### src/common/twsad_pkg.sv
// constants, types and states of the two-wire slave address decoder
// assumes one core clock; bus pins arrive raw and are synchronised in the slave
//
// How it works
// - data changes only while clock low; high-phase changes mean START or STOP.
// - after reset the data pin is released and only listened to.
// - START is data falling while clock is high.
// - nothing is taken as a command before a START is seen.
// - STOP is data rising while clock is high; it ends every transaction.
// - a STOP after a read sequence puts the device into standby.
// - transmitter releases after eight bits; receiver pulls low on ninth clock.
// - address byte acknowledged only when identifier bits match, else released.
// - in write direction every further received byte is acknowledged; the slave acknowledges only while its receive FIFO has room.
// - in read mode send eight bits, release, sample acknowledge, continue.
// - no acknowledge after a sent byte stops further sending.
// - the upper address nibble must equal the device type code.
// - address bit 3 must equal the level on the strap pin.
// - bits 2..1 select memory 00, control register 10, potentiometers 11.
// - bit 0 selects direction: 1 read, 0 write.
// - a committed nonvolatile write ending in STOP starts a 5 ms busy cycle.
// - while busy the address is not acknowledged; afterwards normal service.

package twsad_pkg;

  // ==========================================================
  // timing
  localparam int unsigned CORE_CLK_HZ  = 40_000_000;
  localparam int unsigned WR_CYCLE_US  = 5000;
  localparam int unsigned WR_CYCLE_CNT = (CORE_CLK_HZ / 1_000_000) * WR_CYCLE_US;

  // ==========================================================
  // framing, synchroniser and receive FIFO
  localparam logic [3:0]  BYTE_BITS    = 4'h8;
  localparam int unsigned SYNC_PINS    = 3;
  localparam int unsigned RX_FIFO_DEPTH = 32;

  // ==========================================================
  // address byte fields
  localparam int unsigned TYPE_POS     = 4;
  localparam int unsigned STRAP_POS    = 3;
  localparam int unsigned TGT_POS      = 1;
  localparam int unsigned DIR_POS      = 0;
  localparam logic [1:0]  TGT_MEMORY   = 2'h0;
  localparam logic [1:0]  TGT_UNUSED   = 2'h1;
  localparam logic [1:0]  TGT_CONTROL  = 2'h2;
  localparam logic [1:0]  TGT_POT      = 2'h3;
  localparam logic        DIR_READ     = 1'b1;
  // arbitrary neutral value
  localparam logic [3:0]  TYPE_CODE_DFLT = 4'h5;

  // ==========================================================
  // types
  typedef struct packed {
    logic [1:0] target;
    logic       first;
    logic [7:0] data;
  } twsad_rxword_s;

  typedef struct packed {
    logic       selected;
    logic       dirRead;
    logic [1:0] target;
    logic       writeBusy;
    logic       standby;
  } twsad_status_s;

  typedef enum logic [2:0] {
    ST_IDLE,
    ST_ADDR,
    ST_ACK,
    ST_WRX,
    ST_RTX,
    ST_RACK,
    ST_RLOAD,
    ST_WAIT
  } twsad_state_e;

endpackage : twsad_pkg

### src/hw/twsad_fifo.sv
// flip-flop FIFO with valid/ready on both sides
// assumes one clock; writes are refused while full, reads while empty
`timescale 1ns/1ps

module twsad_fifo
#(
  parameter int WIDTH = 11,
  parameter int DEPTH = 32
)
(
  // clock and reset
  input  wire logic             core_clk,
  input  wire logic             reset_n,
  // fill side
  input  wire logic             inValid,
  output      logic             inReady,
  input  wire logic [WIDTH-1:0] inData,
  // drain side
  output      logic             outValid,
  input  wire logic             outReady,
  output      logic [WIDTH-1:0] outData
);

  localparam int AW = $clog2(DEPTH);

  logic [WIDTH-1:0] mem [DEPTH];
  logic [AW:0]      wrPtr_r;
  logic [AW:0]      rdPtr_r;
  logic             full;
  logic             empty;

  assign full     = (wrPtr_r[AW] != rdPtr_r[AW]) && (wrPtr_r[AW-1:0] == rdPtr_r[AW-1:0]);
  assign empty    = (wrPtr_r == rdPtr_r);
  assign inReady  = !full;
  assign outValid = !empty;
  assign outData  = mem[rdPtr_r[AW-1:0]];

  // ==========================================================
  // storage
  always_ff @(posedge core_clk)
    if (inValid && !full)
      mem[wrPtr_r[AW-1:0]] <= inData;

  // ==========================================================
  // pointers
  always_ff @(posedge core_clk or negedge reset_n)
    if (!reset_n)
    begin
      wrPtr_r <= '0;
      rdPtr_r <= '0;
    end
    else
    begin
      if (inValid && !full)
        wrPtr_r <= wrPtr_r + 1'b1;
      if (outReady && !empty)
        rdPtr_r <= rdPtr_r + 1'b1;
    end

endmodule : twsad_fifo

### src/hw/twsad_slave.sv
// two-wire slave front end: START/STOP, acknowledge, address decode, polling
// assumes open-drain pins resolved outside; command logic supplies read bytes
`timescale 1ns/1ps

module twsad_slave
  import twsad_pkg::*;
#(
  parameter int unsigned WR_CYCLES = WR_CYCLE_CNT,
  parameter logic [3:0]  TYPE_CODE = TYPE_CODE_DFLT
)
(
  // clock and reset
  input  wire logic    core_clk,
  input  wire logic    reset_n,
  // two-wire bus pins
  input  wire logic    sclPin,
  input  wire logic    sdaIn,
  output      logic    sdaOut,
  output      logic    sdaOe,
  // address strap
  input  wire logic    addressStrapPin,
  // received write bytes
  output twsad_rxword_s rxData,
  output      logic    rxValid,
  input  wire logic    rxReady,
  // bytes to send in read mode
  input  wire logic [7:0] txData,
  output      logic    txReady,
  // nonvolatile commit from command logic
  input  wire logic    nvCommit,
  // status
  output twsad_status_s status,
  output      logic    startPulse,
  output      logic    stopPulse
);

  localparam int TW = $clog2(WR_CYCLES + 1);

  // ==========================================================
  // declarations
  logic [SYNC_PINS-1:0] pinRaw;
  logic [SYNC_PINS-1:0] sync1_r;
  logic [SYNC_PINS-1:0] sync2_r;
  logic [SYNC_PINS-1:0] sync3_r;
  logic [SYNC_PINS-1:0] filt_r;
  logic [SYNC_PINS-1:0] lvl;

  twsad_state_e  state_r;
  logic [3:0]    bitCnt_r;
  logic [7:0]    shift_r;
  logic          sdaOe_r;
  logic          readSeq_r;
  logic          writeSeq_r;
  logic          selected_r;
  logic          dirRead_r;
  logic [1:0]    target_r;
  logic          firstByte_r;
  logic          busy_r;
  logic [TW-1:0] busyCnt_r;
  logic          standby_r;
  logic          startPulse_r;
  logic          stopPulse_r;

  logic          sclRise;
  logic          sclFall;
  logic          sdaLvl;
  logic          strapLvl;
  logic          startEv;
  logic          stopEv;
  logic          byteEnd;
  logic          addrMatch;
  logic          addrTake;
  logic          rxInValid;
  logic          rxInReady;
  twsad_rxword_s rxInData;

  // ==========================================================
  // pin synchronisers: three stages, a change counts when stages two and three agree
  assign pinRaw = {addressStrapPin, sdaIn, sclPin};

  generate
    for (genvar i = 0; i < SYNC_PINS; i++)
    begin : g_sync
      always_ff @(posedge core_clk or negedge reset_n)
        if (!reset_n)
        begin
          sync1_r[i] <= 1'b1;
          sync2_r[i] <= 1'b1;
          sync3_r[i] <= 1'b1;
          filt_r[i]  <= 1'b1;
        end
        else
        begin
          sync1_r[i] <= pinRaw[i];
          sync2_r[i] <= sync1_r[i];
          sync3_r[i] <= sync2_r[i];
          filt_r[i]  <= lvl[i];
        end

      assign lvl[i] = (sync2_r[i] == sync3_r[i]) ? sync3_r[i] : filt_r[i];
    end
  endgenerate

  // ==========================================================
  // bus events
  assign sdaLvl   = lvl[1];
  assign strapLvl = lvl[2];
  assign sclRise  = lvl[0] && !filt_r[0];
  assign sclFall  = !lvl[0] && filt_r[0];
  // data edges while clock stays high are framing, never data
  assign startEv  = lvl[0] && filt_r[0] && filt_r[1] && !lvl[1];
  assign stopEv   = lvl[0] && filt_r[0] && !filt_r[1] && lvl[1];
  assign byteEnd  = sclFall && (bitCnt_r == BYTE_BITS);

  // ==========================================================
  // address decode; the direction bit is not checked, so polls of either kind match
  assign addrMatch = (shift_r[TYPE_POS +: 4] == TYPE_CODE)
                  && (shift_r[STRAP_POS] == strapLvl)
                  && (shift_r[TGT_POS +: 2] != TGT_UNUSED)
                  && !busy_r;
  assign addrTake  = (state_r == ST_ADDR) && byteEnd && addrMatch;

  // write bytes go to the FIFO; a full FIFO withholds the acknowledge
  assign rxInValid = (state_r == ST_WRX) && byteEnd;
  assign rxInData  = '{target: target_r, first: firstByte_r, data: shift_r};

  // a new read byte is taken on the falling edge that ends an acknowledge slot
  assign txReady = sclFall
                && (((state_r == ST_ACK) && dirRead_r) || (state_r == ST_RLOAD));

  // ==========================================================
  // bus sequencer
  always_ff @(posedge core_clk or negedge reset_n)
    if (!reset_n)
    begin
      state_r  <= ST_IDLE;
      bitCnt_r <= 4'h0;
      shift_r  <= 8'h00;
      sdaOe_r  <= 1'b0;
    end
    else if (startEv)
    begin
      state_r  <= ST_ADDR;
      bitCnt_r <= 4'h0;
      sdaOe_r  <= 1'b0;
    end
    else if (stopEv)
    begin
      state_r  <= ST_IDLE;
      bitCnt_r <= 4'h0;
      sdaOe_r  <= 1'b0;
    end
    else
      case (state_r)
        ST_ADDR, ST_WRX:
          if (sclRise)
          begin
            shift_r  <= {shift_r[6:0], sdaLvl};
            bitCnt_r <= bitCnt_r + 4'h1;
          end
          else if (byteEnd)
          begin
            bitCnt_r <= 4'h0;
            if ((state_r == ST_ADDR) ? addrMatch : rxInReady)
            begin
              sdaOe_r <= 1'b1;
              state_r <= ST_ACK;
            end
            else
              state_r <= ST_WAIT;
          end
        ST_ACK:
          if (sclFall)
          begin
            if (dirRead_r)
            begin
              shift_r <= txData;
              sdaOe_r <= !txData[7];
              state_r <= ST_RTX;
            end
            else
            begin
              sdaOe_r <= 1'b0;
              state_r <= ST_WRX;
            end
          end
        ST_RTX:
          if (sclRise)
            bitCnt_r <= bitCnt_r + 4'h1;
          else if (byteEnd)
          begin
            bitCnt_r <= 4'h0;
            sdaOe_r  <= 1'b0;
            state_r  <= ST_RACK;
          end
          else if (sclFall)
          begin
            shift_r <= {shift_r[6:0], 1'b0};
            sdaOe_r <= !shift_r[6];
          end
        ST_RACK:
          if (sclRise)
            state_r <= sdaLvl ? ST_WAIT : ST_RLOAD;
        ST_RLOAD:
          if (sclFall)
          begin
            shift_r <= txData;
            sdaOe_r <= !txData[7];
            state_r <= ST_RTX;
          end
        ST_IDLE, ST_WAIT:
          sdaOe_r <= 1'b0;
        default:
        begin
          state_r <= ST_IDLE;
          sdaOe_r <= 1'b0;
        end
      endcase

  // ==========================================================
  // transaction record
  always_ff @(posedge core_clk or negedge reset_n)
    if (!reset_n)
    begin
      selected_r  <= 1'b0;
      dirRead_r   <= 1'b0;
      target_r    <= TGT_MEMORY;
      readSeq_r   <= 1'b0;
      writeSeq_r  <= 1'b0;
      firstByte_r <= 1'b0;
    end
    else if (stopEv)
    begin
      selected_r <= 1'b0;
      readSeq_r  <= 1'b0;
      writeSeq_r <= 1'b0;
    end
    else if (startEv)
      selected_r <= 1'b0;
    else if (addrTake)
    begin
      selected_r  <= 1'b1;
      dirRead_r   <= (shift_r[DIR_POS] == DIR_READ);
      target_r    <= shift_r[TGT_POS +: 2];
      readSeq_r   <= readSeq_r || (shift_r[DIR_POS] == DIR_READ);
      writeSeq_r  <= writeSeq_r || (shift_r[DIR_POS] != DIR_READ);
      firstByte_r <= 1'b1;
    end
    else if (rxInValid && rxInReady)
      firstByte_r <= 1'b0;

  // ==========================================================
  // nonvolatile write cycle
  always_ff @(posedge core_clk or negedge reset_n)
    if (!reset_n)
    begin
      busy_r    <= 1'b0;
      busyCnt_r <= '0;
    end
    else if (busy_r)
    begin
      busyCnt_r <= busyCnt_r + 1'b1;
      if (busyCnt_r == TW'(WR_CYCLES - 1))
        busy_r <= 1'b0;
    end
    else if (stopEv && writeSeq_r && nvCommit)
    begin
      busy_r    <= 1'b1;
      busyCnt_r <= '0;
    end

  // ==========================================================
  // standby and event pulses
  always_ff @(posedge core_clk or negedge reset_n)
    if (!reset_n)
      standby_r <= 1'b0;
    else if (stopEv && readSeq_r)
      standby_r <= 1'b1;
    else if (startEv)
      standby_r <= 1'b0;

  always_ff @(posedge core_clk or negedge reset_n)
    if (!reset_n)
    begin
      startPulse_r <= 1'b0;
      stopPulse_r  <= 1'b0;
    end
    else
    begin
      startPulse_r <= startEv;
      stopPulse_r  <= stopEv;
    end

  // ==========================================================
  // receive FIFO
  twsad_fifo #(
    .WIDTH ($bits(twsad_rxword_s)),
    .DEPTH (RX_FIFO_DEPTH)
  ) u_rxFifo (
    .core_clk (core_clk),
    .reset_n  (reset_n),
    .inValid  (rxInValid),
    .inReady  (rxInReady),
    .inData   (rxInData),
    .outValid (rxValid),
    .outReady (rxReady),
    .outData  (rxData)
  );

  // ==========================================================
  // outputs; the pin is open drain, so only the enable carries data
  assign sdaOut     = 1'b0;
  assign sdaOe      = sdaOe_r;
  assign startPulse = startPulse_r;
  assign stopPulse  = stopPulse_r;
  assign status     = '{selected: selected_r, dirRead: dirRead_r, target: target_r,
                        writeBusy: busy_r, standby: standby_r};
endmodule : twsad_slave

### config.mk
export PLATFORM = sky130hd
export DESIGN_NAME = twsad_slave
export DESIGN_NICKNAME = d
export VERILOG_FILES = /design/src/common/twsad_pkg.sv /design/src/hw/twsad_fifo.sv /design/src/hw/twsad_slave.sv
export SDC_FILE = /design/constraint.sdc
export NUM_CORES = 1
export LEC_CHECK = 0
export ABC_AREA = 1
export BUFFER_PORTS_ARGS = -buffer_cell sky130_fd_sc_hd__buf_2
export CAP_MARGIN = 15
export CORE_MARGIN = 4
export CORE_UTILIZATION = 50
export CTS_CLUSTER_SIZE = 40
export DETAILED_ROUTE_END_ITERATION = 8
export PLACE_DENSITY = 0.68
export SLEW_MARGIN = 15
export SYNTH_ARGS = -nofsm -noshare
export SYNTH_HDL_FRONTEND = slang
export SYNTH_SLANG_ARGS = --single-unit
### constraint.sdc
create_clock -name core_clk -period 3.2 [get_ports core_clk]
set_input_delay 0.32 -clock core_clk [delete_from_list [all_inputs] [get_ports core_clk]]
set_output_delay 0.32 -clock core_clk [all_outputs]
set_load 0.02 [all_outputs]
# Word level (Yosys, flattened, before mapping)
# Memories as Yosys holds them, arrays and structs flattened.
# Index checks and enable logic that the tools add are counted.
op_classes:
  n_reduce_logical: 55
  n_mux: 62
  n_addsub: 4
  bitwise_logic: 3
  n_eq_ne: 35
op_table:
  columns: ["op", "count"]
  rows:
  - ["$mux W8", 7]
  - ["$mux W18", 2]
  - ["$mux W1", 34]
  - ["$mux W3", 11]
  - ["$ne A4 B4 Y1 const B", 8]
  - ["$pmux W8 S4", 1]
  - ["$logic_and A1 B1 Y1", 22]
  - ["$mux W4", 5]
  - ["$add A18 B1 Y18 const B", 1]
  - ["$eq A18 B18 Y1 const B", 1]
  - ["$reduce_and A8 Y1", 2]
  - ["$pmux W3 S5", 1]
  - ["$ne A2 B2 Y1 const B", 7]
  - ["$reduce_bool A7 Y1", 2]
  - ["$add A6 B1 Y6 const B", 2]
  - ["$eq A3 B3 Y1 const B", 4]
  - ["$reduce_and A10 Y1", 1]
  - ["$logic_not A1 Y1", 9]
  - ["$reduce_bool A2 Y1", 4]
  - ["$reduce_bool A4 Y1", 2]
  - ["$eq A3 B2 Y1 const B", 2]
  - ["$eq A6 B6 Y1", 1]
  - ["$reduce_and A3 Y1", 2]
  - ["$reduce_bool A3 Y1", 2]
  - ["other kinds (16)", 26]
totals:
  word_cells: 189
  ramBits: 352
  reg_bits: 69
  mem_count: 1
  out_inout_bits: 23
mem_list:
  columns: ["name", "words", "word_bits", "rd", "rd_clocked_by_memory_dff", "wr", "line", "source"]
  rows:
  - ["u_rxFifo.mem", 32, 11, 1, 0, 1, "twsad_fifo.sv:26", "logic [WIDTH-1:0] mem [DEPTH];"]

# Depth between registers and ports, before layout
logic_depth:
  ltp_word: 13
  depth_mapped: 13
  depth_no_buf: 12

# Cells and area by module
# From an unflattened synthesis, not the netlist that was laid out.
unflattened:
  hier_cells: 1746
  hier_area_um2: 18245.0
modules_own_cells:
  columns: ["mod", "cells_per_inst", "seq_area_each_um2", "area_each_um2", "instances"]
  rows:
  - ["twsad_fifo", 1350, 10870.4, 15140.8, 1]
  - ["twsad_slave", 396, 1441.4, 3104.2, 1]

# Worst setup path before layout
# No wires, ideal clock.
synth_path:
  kind: "reg2reg"
  from: "register bitCnt_r[0]"
  to: "memory u_rxFifo.mem[7][0], enable pin"
  synth_period_minus_slack_ps: 2528
  n_path_buf: 0
  arrival_time_ps: 2135
  stages_incl_launch_ff: 11
  setup_ps: 393
  slack_ps: 672
  path_cell_list: "dfrtp_1 -> inv_1 -> ha_1 -> nand3_1 -> nor2_1 -> inv_2 -> nor3_2 -> nand2_2 -> inv_4 -> nand3_1 -> nor3_1"
synth_via:
  elab_chain_cells: 6
synth_lines:
  columns: ["item", "line", "source"]
  rows:
  - ["start: declaration", "twsad_slave.sv:49", "logic [3:0] bitCnt_r;"]
  - ["start signal: assignment", "twsad_slave.sv:159", "bitCnt_r <= bitCnt_r + 4'h1;"]
  - ["start signal: assignment", "twsad_slave.sv:189", "bitCnt_r <= bitCnt_r + 4'h1;"]
  - ["$eq A4 B4 Y1", "twsad_slave.sv:113", "assign byteEnd = sclFall && (bitCnt_r == BYTE_BITS);"]
  - ["$logic_and A1 B1 Y1", "twsad_slave.sv:113", null]
  - ["$logic_and A1 B1 Y1", "twsad_slave.sv:124", "assign rxInValid = (state_r == ST_WRX) && byteEnd;"]
  - ["$logic_and A1 B1 Y1", "twsad_fifo.sv:41", "if (inValid && !full)"]
  - ["$mux W1", "twsad_fifo.sv:41", null]
  - ["$mux W1 (not written as such)", "twsad_fifo.sv:42", "mem[wrPtr_r[AW-1:0]] <= inData;"]
  - ["end: declaration", "twsad_fifo.sv:26", null]
# No other way between the ends.

==> summary by stage <==
Power and ir drop
The maximum vdd drop is about 0.0006 V. The share of total power dissipated in sequential elements is approximately two fifths. The combinational share of power is about a third.

The static leakage is ~0.0074 µW. The total power per unit cell area is between 800 and 900 nW/µm². The internal cell power is approximately 11000 µW. Per report_power, the clock group accounts for approximately 28% of the total. The switching fraction of total power is ~36%. Summed over all nets, the switching power comes to between 6000 and 7000 µW.

Setup path
The length in cells of the worst reg-to-reg path is 11. The biggest fanout along the worst timing path is 46. The type of the worst setup path is reg2out. The required time of the critical path is 2.88 ns. The category of the worst setup path capture point is an output port. The nature of the critical path startpoint is a flop. The signal arrival time at the worst endpoint is approximately 2.8 ns.

Die
The height of the die is about 200 µm. The die covers 38090 µm². The number of placement rows is slightly below 70. Pin placement for this block handled 38 I/O pins. The total area inside the core boundary comes to approximately 35000 µm². The chip width is 195.2 µm.

Once the floorplan was initialized, standard cells occupied 50.71% of the core.

STA
The total negative setup slack is 0 ns. Hold timing on the final database bottoms out at a slack of between 0.1 and 0.15 ns. The transition time at the pin with the least slew margin is between 0.8 and 0.9 ns. The worst pin sits at a relative slew slack of 40.05%. Setup repair after global routing left no endpoint under its margin. The count of final hold-check violations came to 0. The clock skew after layout is about 0.011 ns. The maximum achievable frequency is 323.1 MHz.

The time the worst path needs with I/O delays and setup is ~3.1 ns. The final-report max-slew violation count is 0. After layout, the worst path uses between 90% and 100% of the clock period.

The final-report setup violation count is 0.

Clock network
The total CTS buffers is between 40 and 50. In this run the post-CTS setup repair buffer count came out at 0. The tree is rooted in a sky130_fd_sc_hd__clkbuf_16. The H-tree depth is 2. The total clock sinks is 421.

The clock network latency to the later pin of the worst-skew pair is roughly 0.53 ns. TritonCTS built the clock tree. Clock-pin slew was measured on the worst setup and hold paths at around 0.06 ns. The maximum number of buffers from clock root to sink is 3.

Hold path
Along the worst hold path, the cell count comes to 5. The path category of the worst min-delay check is in2reg.

Routing
The DRC marker count from the first detailed-route iteration is 1094. Summed over all layers, the routed wires come to ~41000 µm. The average detailed-routed wire length per instance is 20.09 µm.

For this run, design rule violations remaining after detail routing come to 0. After detailed routing, the number of vias per cell comes to 5.696. The pre-antenna-repair detailed-routing pass consisted of 5 iterations. The detail route stage leaves a number of antenna-violating nets equal to 0. Detailed routing inserted a total of 11660 vias.

GRT
The maximum number of pins on one net before global-route repair is 146. The first global-routing pass estimated approximately 63000 µm of wire. The via count of the first global-routing pass is between 10000 and 15000.

The total congestion overflow is 0. Global routing used 21.10% of the available tracks across all layers. The initial antenna violation count came to 0.

Logic synthesis
After Yosys synthesis, XOR and XNOR cells account for less than 1% of the synthesized area. The synthesized netlist devotes between 10% and 20% of its cell area to compound gates. The synthesized netlist net count is about 1500.

The synthesized design contains about 350 enable-type register cells. For this run, the register share of the synthesized area comes to a little over two thirds. The async set-or-reset flop fraction in the synthesized netlist is approximately 16%. After Yosys synthesis, and, or, nand and nor cells account for approximately an eighth of the synthesized area. Summing the areas of all fa, ha and maj instances in the mapped netlist gives 0.5715% of the synthesized area. Of the post-synthesis cell area, the part taken by muxes is 0.1214%. For this run, the number of Yosys warnings is 0.

By area, the combinational part of the netlist is dominated by simple AND/OR/NAND/NOR gates. The most frequently used flop master after synthesis is sky130_fd_sc_hd__edfxtp_1. The number of instances in the synthesized netlist is around 1500.

In the post-synthesis netlist, the biggest area contributors are sky130_fd_sc_hd__edfxtp_1 (60%), sky130_fd_sc_hd__dfrtp_1 (8.1%), sky130_fd_sc_hd__o21ai_0 (6.1%). The number of unique standard cell types used by synthesis is 49. The average instance in the mapped netlist occupies 11.69 µm². The cell type with the highest aggregate area in the netlist is sky130_fd_sc_hd__edfxtp_1. The cell area after synthesis is between 15000 and 20000 µm². In this run the biggest area consumer among cell types represents between 60% and 70% of the synthesized area.

The register bit count reported by yosys is approximately 420.

Final layout
At the end of the flow, the number of nets in the layout was between 1500 and 2000. From synthesis to final layout, the design area changed by 13.00%. Summing all non-filler instances in the final layout gives an area of between 15000 and 20000 µm². Of the cells placed in the final design, the portion with a size suffix greater than 1 is 12.88%.

The number of antenna diodes in the final layout is 0.

Run
Across the run, the number of max-cap violations was 0.

Run status
The flow ran to the end, and the final reports show no timing, DRC or antenna violations.

Placed design
The placed instances occupy a cell area of 18370 µm². The count of port buffers added during placement is 36. The placer's final routability congestion estimate is 0.8758. The half-perimeter wire length of the detailed placement result is ~24000 µm.
==> cell usage after synthesis, types with 4 or more instances <==
| master | n |
|---|---|
| sky130_fd_sc_hd__edfxtp_1 | 352 |
| sky130_fd_sc_hd__nor2_1 | 276 |
| sky130_fd_sc_hd__o21ai_0 | 215 |
| sky130_fd_sc_hd__nand2_1 | 160 |
| sky130_fd_sc_hd__inv_1 | 69 |
| sky130_fd_sc_hd__dfrtp_1 | 57 |
| sky130_fd_sc_hd__o22ai_1 | 49 |
| sky130_fd_sc_hd__clkbuf_1 | 48 |
| sky130_fd_sc_hd__nand3_1 | 43 |
| sky130_fd_sc_hd__o211ai_1 | 35 |
| sky130_fd_sc_hd__nand4_1 | 29 |
| sky130_fd_sc_hd__buf_2 | 21 |
| sky130_fd_sc_hd__a21oi_1 | 13 |
| sky130_fd_sc_hd__dfstp_2 | 12 |
| sky130_fd_sc_hd__xor2_1 | 11 |
| sky130_fd_sc_hd__o221ai_1 | 10 |
| sky130_fd_sc_hd__buf_4 | 9 |
| sky130_fd_sc_hd__o21ai_2 | 9 |
| sky130_fd_sc_hd__ha_1 | 8 |
| sky130_fd_sc_hd__nor3_1 | 8 |
| sky130_fd_sc_hd__inv_2 | 7 |
| sky130_fd_sc_hd__o21ai_1 | 7 |
| sky130_fd_sc_hd__nand2_2 | 5 |
| sky130_fd_sc_hd__buf_1 | 4 |
| sky130_fd_sc_hd__nor2_2 | 4 |
| sky130_fd_sc_hd__xnor2_1 | 4 |
==> layout make-up <==
| type | instances | area [µm²] |
|---|---|---|
| clock buffer | 67 | 1260 |
| timing repair buffer | 102 | 780.7 |
| sequential | 421 | 12320 |
| tap | 455 | 569.3 |
| fill | 2833 | 14750 |
| inverter | 79 | 307.8 |
| multi-input combinational | 912 | 4482 |
| clock inverter | 10 | 72.57 |
==> state kept, by name, indices dropped and copies added (netlist names), 2 cells and up <==
| name | flops |
|---|---|
| bitCnt_r | 4 |
| sync3_r | 3 |
| target_r | 2 |
| sync1_r | 3 |
| shift_r | 8 |
| busyCnt_r | 18 |
| state_r | 3 |
| u_rxFifo.wrPtr_r | 6 |
| sync2_r | 3 |
| u_rxFifo.mem | 352 |
| u_rxFifo.rdPtr_r | 6 |
| filt_r | 3 |
==> power groups by stage <==
stage | logic, µW | registers, µW | clock network, µW
finish | 5710 | 6690 | 4750
global route | 6300 | 6710 | 5060
CTS | 5660 | 6670 | 4820
detailed placement | 5620 | 6780 | 0
global placement | 5550 | 6780 | 0
floorplan | 3640 | 6870 | 0
==> critical path, stage by stage, from the launching register on <==
cell and delay (ns):
sky130_fd_sc_hd__dfrtp_4 0.59, sky130_fd_sc_hd__buf_4 0.48, sky130_fd_sc_hd__o21ai_0 0.24, sky130_fd_sc_hd__o22ai_1 0.30, sky130_fd_sc_hd__nand2_1 0.11, sky130_fd_sc_hd__nand4_1 0.16
sky130_fd_sc_hd__nand2_1 0.11, sky130_fd_sc_hd__inv_1 0.08, sky130_fd_sc_hd__buf_2 0.16
==> metrics by stage <==
step / cells / power [µW] / util [%] / setup WS, ns
3_5_place_dp: 1964 / 12410 / 53.19 / 0.5899
3_3_place_gp: 1964 / 12330 / 53.19 / 0.5973
2_1_floorplan: 1498 / 10510 / - / 0.6723
6_report: 2046 / 17160 / 57.30 / 0.1051
5_1_grt: 2046 / 18070 / 57.30 / 0.01056
4_1_cts: 2045 / 17150 / 57.16 / 0.01495
==> per-layer routing <==
layer	vias to the layer above	share of wire [%]	global-route usage, %	routed length, µm
li1	5456	-	-	-
met1	5695	42	29.19	17260
met2	421	49	34.67	19950
met3	83	6.4	3.088	2629
met4	0	3.1	7.215	1263
met5	-	0	0	0
==> cell usage in the layout (no fill, tap or decap), drive strengths merged, types with 13 or more instances in the layout <==
master and instances:
o211ai 35, inv 77, buf 97, o22ai 49, clkbuf 68, nand2 167, a21oi 13, o21ai 231
nor2 283, edfxtp 352, nand3 43, dfrtp 57, nand4 29
==> kinds of logic after synthesis <==
family                   after synthesis
AO/OA/AOI/OAI                        346
XOR/XNOR                              15
adder cells (fa/ha/maj)                8
buffers and inverters                165
flip-flops                           421
multiplexers                           2
other                                  1
AND/OR/NAND/NOR                      540
==> repair_timing <==
| item | in CTS | in global routing |
|---|---|---|
| hold buffers | 4 | 0 |
| endpoints found under the hold margin | 60 | 0 |
| setup endpoints to repair | 0 | 10 |
| gates resized for setup | 0 | 4 |
==> worst paths after layout <==
path / slack, ns / from / end
worst min-delay path: 0.12 / txData[4] / shift_r[4]
worst max-delay path: 0.11 / u_rxFifo.rdPtr_r[1] / rxData[6]
max in group asynchronous: 2.34 / reset_n / firstByte_r
min in group asynchronous: 0.13 / reset_n / selected_r
worst max register to register: 0.64 / bitCnt_r[0] / u_rxFifo.mem[13][2]
worst min register to register: 0.35 / sync1_r[2] / sync2_r[2]
Power figures use the tool's default switching activity.
